$ cat config.mk
export PLATFORM = sky130hd
export DESIGN_NAME = eeprom_write_commit
export DESIGN_NICKNAME = d
export VERILOG_FILES = /design/src/eeprom_pkg.sv /design/src/pin_sampler.sv /design/src/eeprom_write_commit.sv
export VERILOG_INCLUDE_DIRS = /design/src
export SDC_FILE = /design/constraint.sdc
export NUM_CORES = 1
export LEC_CHECK = 0
export ABC_CLOCK_PERIOD_IN_PS = 5800
export BUFFER_PORTS_ARGS = -buffer_cell sky130_fd_sc_hd__buf_2
export CORE_MARGIN = 2
export CORE_UTILIZATION = 55
export DETAILED_ROUTE_END_ITERATION = 6
export PLACE_DENSITY = 0.78
export SLEW_MARGIN = 10
export SYNTH_ARGS = -nofsm -noshare
export SYNTH_HDL_FRONTEND = slang
export SYNTH_HIERARCHICAL = 1
export SYNTH_SLANG_ARGS = --single-unit
$ cat constraint.sdc
create_clock -name clk -period 5.8 [get_ports clk]
set_clock_uncertainty 0.1 [all_clocks]
set_input_delay 0.87 -clock clk [delete_from_list [all_inputs] [get_ports clk]]
set_output_delay 0.87 -clock clk [all_outputs]
set_load 0.02 [all_outputs]
$ cat src/eeprom_cfg.svh
// constants for the serial memory write commit and recovery block
// Overview of operation
// - power-on clear resets all internal state
// - ignore every transaction during initialisation
// - start condition always resets serial interface
// - low supply at stop cancels write
// - write only after acked byte, then stop
// - stop elsewhere discards the command
// - start mid-command aborts, restarts address reception
// - dummy clocks release any SDA drive
`ifndef EEPROM_CFG_SVH
`define EEPROM_CFG_SVH
`define EE_DEV_ADDR   7'h50
`define EE_BYTE_BITS  4'h8
`define EE_RD_BIT     0
`define EE_SCL_IDX    1
`define EE_SDA_IDX    0
`define EE_PIN_IDLE   2'h3
`endif

$ cat src/eeprom_pkg.sv
// types shared by the serial memory control block
package eeprom_pkg;
    typedef enum logic [3:0] {
        ST_IDLE, ST_ADDR, ST_ACKA, ST_WADR, ST_ACKW, ST_WDAT, ST_ACKD,
        ST_RDAT, ST_RACK, ST_WAIT
    } ser_state_e;

    typedef struct packed {
        logic       valid;
        logic [7:0] addr;
        logic [7:0] data;
    } wr_byte_s;

    typedef struct packed {
        logic scl;
        logic sda;
    } bus_pins_s;
endpackage : eeprom_pkg

$ cat src/pin_sampler.sv
// three-stage pin sampler, level changes once stages two and three agree
`timescale 1ns/1ps
module pin_sampler (
    // clock and reset
    input  wire logic                  clk,
    input  wire logic                  sys_rst,
    // raw pins and sampled levels
    input  wire eeprom_pkg::bus_pins_s pinsIn,
    output eeprom_pkg::bus_pins_s      level
);
    logic [1:0] rawBits;
    logic [1:0] levelBits;

    assign rawBits = {pinsIn.scl, pinsIn.sda};
    assign level   = levelBits;

    genvar i;
    generate
        for (i = 0; i < 2; i++)
        begin : g_pin
            logic stage1_r;
            logic stage2_r;
            logic stage3_r;
            logic level_r;
            always_ff @(posedge clk)
            begin
                if (sys_rst)
                begin
                    stage1_r <= 1'b1;
                    stage2_r <= 1'b1;
                    stage3_r <= 1'b1;
                end
                else
                begin
                    stage1_r <= rawBits[i];
                    stage2_r <= stage1_r;
                    stage3_r <= stage2_r;
                end
            end
            always_ff @(posedge clk)
            begin
                if (sys_rst)
                    level_r <= 1'b1;
                else if (stage2_r == stage3_r)
                    level_r <= stage3_r;
            end
            assign levelBits[i] = level_r;
        end
    endgenerate
endmodule : pin_sampler

$ cat src/eeprom_write_commit.sv
// serial memory slave control: init lockout, abort, write commit or discard
`timescale 1ns/1ps
`include "eeprom_cfg.svh"
module eeprom_write_commit (
    // clock and reset
    input  wire logic                  clk,
    input  wire logic                  sys_rst,
    // supply monitor flags
    input  wire logic                  initBusy,
    input  wire logic                  lowSupply,
    // bus pins, SDA open drain
    input  wire eeprom_pkg::bus_pins_s pinsIn,
    output logic                       sdaOut,
    output logic                       sdaOe,
    // array side
    input  wire logic [7:0]            rdData,
    output logic [7:0]                 rdAddr,
    output eeprom_pkg::wr_byte_s       wrByte,
    output logic                       commitPulse,
    output logic                       discardPulse
);
    eeprom_pkg::bus_pins_s  level;
    eeprom_pkg::bus_pins_s  levelPrev_r;
    eeprom_pkg::ser_state_e state_r;
    logic [3:0]             bitCnt_r;
    logic [7:0]             shift_r;
    logic [7:0]             wordAddr_r;
    logic [7:0]             byteCnt_r;
    logic                   mAck_r;
    logic                   sdaOe_r;
    logic                   clear;
    logic                   sclRise;
    logic                   sclFall;
    logic                   startDet;
    logic                   stopDet;
    logic                   inWrite;
    logic                   stopAfterAck;

    pin_sampler u_sampler (
        .clk     (clk),
        .sys_rst (sys_rst),
        .pinsIn  (pinsIn),
        .level   (level)
    );

    // init in progress holds everything but the pin sampler and levelPrev_r at its initial value
    assign clear    = sys_rst | initBusy;
    assign sclRise  = level.scl & ~levelPrev_r.scl;
    assign sclFall  = ~level.scl & levelPrev_r.scl;
    assign startDet = level.scl & levelPrev_r.scl & levelPrev_r.sda & ~level.sda;
    assign stopDet  = level.scl & levelPrev_r.scl & ~levelPrev_r.sda & level.sda;
    assign inWrite  = (state_r == eeprom_pkg::ST_WADR) || (state_r == eeprom_pkg::ST_ACKW)
                   || (state_r == eeprom_pkg::ST_WDAT) || (state_r == eeprom_pkg::ST_ACKD);
    // stop right after a data acknowledge: at most the clock edge of the stop itself seen
    assign stopAfterAck = (state_r == eeprom_pkg::ST_WDAT) && (bitCnt_r <= 4'h1)
                       && (byteCnt_r != 8'h00);
    assign sdaOut   = 1'b0;
    assign sdaOe    = sdaOe_r;

    always_ff @(posedge clk)
    begin
        if (sys_rst)
            levelPrev_r <= `EE_PIN_IDLE;
        else
            levelPrev_r <= level;
    end

    // protocol state, bit counter and shift register
    always_ff @(posedge clk)
    begin
        if (clear)
        begin
            state_r  <= eeprom_pkg::ST_IDLE;
            bitCnt_r <= 4'h0;
            shift_r  <= 8'h00;
            mAck_r   <= 1'b0;
        end
        else if (startDet)
        begin
            state_r  <= eeprom_pkg::ST_ADDR;
            bitCnt_r <= 4'h0;
        end
        else if (stopDet)
        begin
            state_r  <= eeprom_pkg::ST_IDLE;
            bitCnt_r <= 4'h0;
        end
        else
        begin
            case (state_r)
                eeprom_pkg::ST_ADDR, eeprom_pkg::ST_WADR, eeprom_pkg::ST_WDAT:
                begin
                    if (sclRise)
                    begin
                        shift_r  <= {shift_r[6:0], level.sda};
                        bitCnt_r <= bitCnt_r + 4'h1;
                    end
                    else if (sclFall && bitCnt_r == `EE_BYTE_BITS)
                    begin
                        bitCnt_r <= 4'h0;
                        if (state_r == eeprom_pkg::ST_ADDR)
                            state_r <= (shift_r[7:1] == `EE_DEV_ADDR) ? eeprom_pkg::ST_ACKA
                                                                     : eeprom_pkg::ST_WAIT;
                        else if (state_r == eeprom_pkg::ST_WADR)
                            state_r <= eeprom_pkg::ST_ACKW;
                        else
                            state_r <= eeprom_pkg::ST_ACKD;
                    end
                end
                eeprom_pkg::ST_ACKA:
                begin
                    if (sclFall)
                    begin
                        if (shift_r[`EE_RD_BIT])
                        begin
                            state_r <= eeprom_pkg::ST_RDAT;
                            shift_r <= rdData;
                        end
                        else
                            state_r <= eeprom_pkg::ST_WADR;
                    end
                end
                eeprom_pkg::ST_ACKW, eeprom_pkg::ST_ACKD:
                begin
                    if (sclFall)
                        state_r <= eeprom_pkg::ST_WDAT;
                end
                eeprom_pkg::ST_RDAT:
                begin
                    if (sclRise)
                        bitCnt_r <= bitCnt_r + 4'h1;
                    else if (sclFall && bitCnt_r == `EE_BYTE_BITS)
                    begin
                        state_r  <= eeprom_pkg::ST_RACK;
                        bitCnt_r <= 4'h0;
                    end
                    else if (sclFall)
                        shift_r <= {shift_r[6:0], 1'b0};
                end
                eeprom_pkg::ST_RACK:
                begin
                    if (sclRise)
                        mAck_r <= ~level.sda;
                    else if (sclFall && mAck_r)
                    begin
                        state_r <= eeprom_pkg::ST_RDAT;
                        shift_r <= rdData;
                    end
                    else if (sclFall)
                        state_r <= eeprom_pkg::ST_WAIT;
                end
                eeprom_pkg::ST_IDLE, eeprom_pkg::ST_WAIT:
                    state_r <= state_r;
                default:
                    state_r <= eeprom_pkg::ST_IDLE;
            endcase
        end
    end

    // SDA drive: acks and read data only, released on every start and stop
    always_ff @(posedge clk)
    begin
        if (clear || startDet || stopDet)
            sdaOe_r <= 1'b0;
        else if (sclFall)
        begin
            case (state_r)
                eeprom_pkg::ST_ADDR:
                    sdaOe_r <= (bitCnt_r == `EE_BYTE_BITS) && (shift_r[7:1] == `EE_DEV_ADDR);
                eeprom_pkg::ST_WADR, eeprom_pkg::ST_WDAT:
                    sdaOe_r <= (bitCnt_r == `EE_BYTE_BITS);
                eeprom_pkg::ST_ACKA:
                    sdaOe_r <= shift_r[`EE_RD_BIT] && !rdData[7];
                eeprom_pkg::ST_RDAT:
                    sdaOe_r <= (bitCnt_r != `EE_BYTE_BITS) && !shift_r[6];
                eeprom_pkg::ST_RACK:
                    sdaOe_r <= mAck_r && !rdData[7];
                default:
                    sdaOe_r <= 1'b0;
            endcase
        end
    end

    // word address pointer and read address
    always_ff @(posedge clk)
    begin
        if (clear)
            wordAddr_r <= 8'h00;
        else if (!startDet && !stopDet && sclFall && bitCnt_r == `EE_BYTE_BITS)
        begin
            if (state_r == eeprom_pkg::ST_WADR)
                wordAddr_r <= shift_r;
            else if (state_r == eeprom_pkg::ST_WDAT || state_r == eeprom_pkg::ST_RDAT)
                wordAddr_r <= wordAddr_r + 8'h01;
        end
    end
    assign rdAddr = wordAddr_r;

    // acknowledged data bytes go to the page latch, not the array
    always_ff @(posedge clk)
    begin
        if (clear)
        begin
            wrByte    <= '0;
            byteCnt_r <= 8'h00;
        end
        else if (startDet || stopDet)
        begin
            wrByte.valid <= 1'b0;
            byteCnt_r    <= 8'h00;
        end
        else if (state_r == eeprom_pkg::ST_WDAT && sclFall && bitCnt_r == `EE_BYTE_BITS)
        begin
            wrByte.valid <= 1'b1;
            wrByte.addr  <= wordAddr_r;
            wrByte.data  <= shift_r;
            if (byteCnt_r != 8'hFF)
                byteCnt_r <= byteCnt_r + 8'h01;
        end
        else
            wrByte.valid <= 1'b0;
    end

    // commit decided at stop, discard at stop or start; a start never commits
    always_ff @(posedge clk)
    begin
        if (clear)
        begin
            commitPulse  <= 1'b0;
            discardPulse <= 1'b0;
        end
        else
        begin
            commitPulse  <= stopDet && stopAfterAck && !lowSupply;
            discardPulse <= (stopDet && inWrite && !(stopAfterAck && !lowSupply))
                         || (startDet && inWrite);
        end
    end
endmodule : eeprom_write_commit

==> reports/results.txt <==
Clock Latency Late Sink - 0.34 ns
post-route DRC violation count - 0
placer congestion estimate - 0.933
Cell Rows - 27
Max Root-Sink Buffers - 2
worst-path maximum fanout - 16
Post-Synthesis Cells - 390
kind of critical path - flip-flop to flip-flop
Final ANT Viol Nets - 0
first-pass GRT wire length - 12.0 mm
Syn Nets - 410
FF-to-FF path depth - 5
initial drt markers - 231
share of layout cells above drive strength 1 - 16.3%
post-layout util - 63.6%
Max Fclk - 400 MHz
worst slew pin tran - 0.854 ns
P per Cell Area - 223 nW/um^2
drt wl/cell - 14.2 um
mux contribution to synthesized area - 1.30%
CTS Sinks - 63
Mapped Area - 3180 sq um
Period minus WS final - 2.50 ns
Reg clk slew, reported paths - 0.07 ns
P_leak - 1.27 nW
CTS tree - done
Tcrit/Tclk final - 43.1%
combinational family with the most area after synthesis - simple AND/OR/NAND/NOR gates
Core Box Area - 5540 sq um
cts hold-fix bufs - 0
Worst Setup End Kind - flip-flop
# Post-CTS Setup Buffers - 0
Ys Warns - 6
nets - 438
drt pass-1 iters - 5
number of flops mapped to enable cells by yosys - 0
Global Route Usage Sum - 23.7%
Synth Area in Compound Gates - 22.5%
Starting Density - 57.4%
status - complete, no violations
chip height - 80.0 um
number of synthesized register bits - 63
gr ovfl total - 0
hold path cells - 1
Root Driver - clkbuf_8
initial antenna violation count - 0
final wirelength - 7.03 mm
worst path arrival time - 2.67 ns
Synth Area in XOR/XNOR - 2.20%
RSZ-0062 raised after global routing - false
sequential-to-total area share from yosys stat - 39.7%
Worst Hold Class - flip-flop to flip-flop
area share of and/or/nand/nor cells after synthesis - 26.3%
I/O pin count - 43
Synth Area per Inst - 8.15 sq um
width of the chip - 80.0 um
Design Power - 0.000787 W
DP HPWL - 5.01 mm
Max-Cap Viols - 0
final hold violations - 0
startpoint types - flip-flop
H-Tree Depth - 3
largest net degree at the start of global routing - 34
Area Growth Syn to Fin - 10.8%
Slew Viols, Final - 0
Via-to-Cell Ratio - 5.83
max_slew headroom - 42.6%
WP data required - 5.97 ns
post_cts resized - 0
maximum vdd drop - 0.179 mV
async set-reset flop share out of synthesis - 0%
antenna cell count - 0
adder-cell share of the synthesized area - 2.36%
final setup vio count - 0
Top FF cell, synth - dfxtp_1
DIE AREA - 6400 sq um
IO buf count - 41
total CTS buffers - 9
vias in the first global route - 2,611
total number of vias - 2,888
total negative slack - 0 ns
post-synth cell types - 59
-- layout by cell type (no fill, tap or decap), types with 3 or more instances in the layout --
master	instances
o21ai_0	13
inv_1	8
nor2b_1	6
a22oi_1	11
ha_1	6
nand2_1	48
o21bai_1	3
nand2b_1	4
buf_2	41
dfxtp_1	63
nor3_1	9
and3_1	6
xnor2_1	6
a211oi_1	11
or2_2	4
nor4_1	5
nand4_1	3
nor4b_1	3
or2_1	6
clkbuf_8	10
a21oi_1	44
nand3_1	13
nor2_1	41
mux2i_1	3
a21o_1	3
-- cell type report --
type	instances	area (sq um)
Tap cell	72	90.1
Clock inverter	5	33.8
Sequential cell	63	1260
Clock buffer	11	141
Fill cell	511	2020
Multi-Input combinational cell	293	1750
Inverter	8	30.0
Timing Repair Buffer	43	220
-- final timing paths --
kind                                 endpoint                   startpoint  slack [ns]
setup / recovery                   shift_r[1]                   state_r[3]        3.30
hold / removal    u_sampler/g_pin[1].stage2_r  u_sampler/g_pin[1].stage1_r        0.30
setup reg to reg                   shift_r[1]                   state_r[3]        3.30
hold reg to reg   u_sampler/g_pin[1].stage2_r  u_sampler/g_pin[1].stage1_r        0.30
-- sequential cells by signal, summed over array words and instances (netlist names) --
name                      flops
byteCnt_r                     8
wrByte                       17
u_sampler/g_pin.stage1_r      2
mAck_r                        1
bitCnt_r                      4
u_sampler/g_pin.stage2_r      2
discardPulse                  1
shift_r                       8
sdaOe                         1
u_sampler/g_pin.level_r       2
u_sampler/g_pin.stage3_r      2
commitPulse                   1
levelPrev_r                   2
rdAddr                        8
state_r                       4
-- per-stage QoR --
stage / hold WS [ns] / area, sq um / worst slack (ns) / cells
after floorplan: 0.283 / 3180 / 3.80 / 390
after global placement: 0.288 / 3350 / 3.45 / 479
after detailed placement: 0.292 / 3350 / 3.37 / 479
after CTS: 0.309 / 3520 / 3.35 / 495
after global routing: 0.314 / 3520 / 3.10 / 495
final: 0.304 / 3520 / 3.30 / 495
-- synthesized netlist by cell type, types with 3 or more instances --
cell / count / area, sq um
nand2b_1: 4 / 25.0
xnor2_1: 6 / 52.6
nor4_1: 5 / 31.3
nand3_1: 13 / 65.1
o21ai_0: 13 / 65.1
dfxtp_1: 63 / 1260
nor3_1: 9 / 45.0
buf_4: 8 / 60.1
buf_2: 4 / 20.0
o21bai_1: 3 / 22.5
and3_1: 6 / 37.5
inv_1: 8 / 30.0
clkbuf_1: 10 / 37.5
a211oi_1: 11 / 82.6
nor2b_1: 6 / 37.5
a21o_1: 3 / 22.5
mux2i_1: 3 / 30.0
nand2_1: 48 / 180
a22oi_1: 11 / 82.6
a21oi_1: 44 / 220
or2_1: 6 / 37.5
ha_1: 6 / 75.1
or2_2: 4 / 25.0
nor2_1: 41 / 154
nor4b_1: 3 / 26.3
nand4_1: 3 / 18.8
-- worst max-delay path, cell delays in order (launching register included) --
cell	delay, ns
dfxtp_1	0.64
nand2b_1	0.42
a221oi_1	0.14
a2111oi_4	0.54
and2_1	0.37
mux2i_1	0.20
-- per-layer routing --
layer  part of all wire [%]  global-route usage [%]  vias to the layer above
met5                      0                       0                        -
li1                       -                       -                     1443
met4                    2.5                    9.66                        0
met1                     47                    32.1                     1331
met3                    6.0                    7.35                       19
met2                     44                    34.8                       95
-- power by group --
part / switching (W) / internal (W) / total (W)
sequential: 0.00000126 / 0.000434 / 0.000436
clock: 0.000168 / 0.000166 / 0.000334
combinational: 0.0000112 / 0.00000608 / 0.0000173
-- kinds of logic after synthesis --
family / Yosys count
simple gates: 166
compound gates: 108
flops: 63
buf+inv: 34
xor+xnor: 8
fa+ha+maj: 6
mux: 4
other cells: 1
(Power assumes the default switching activity.)
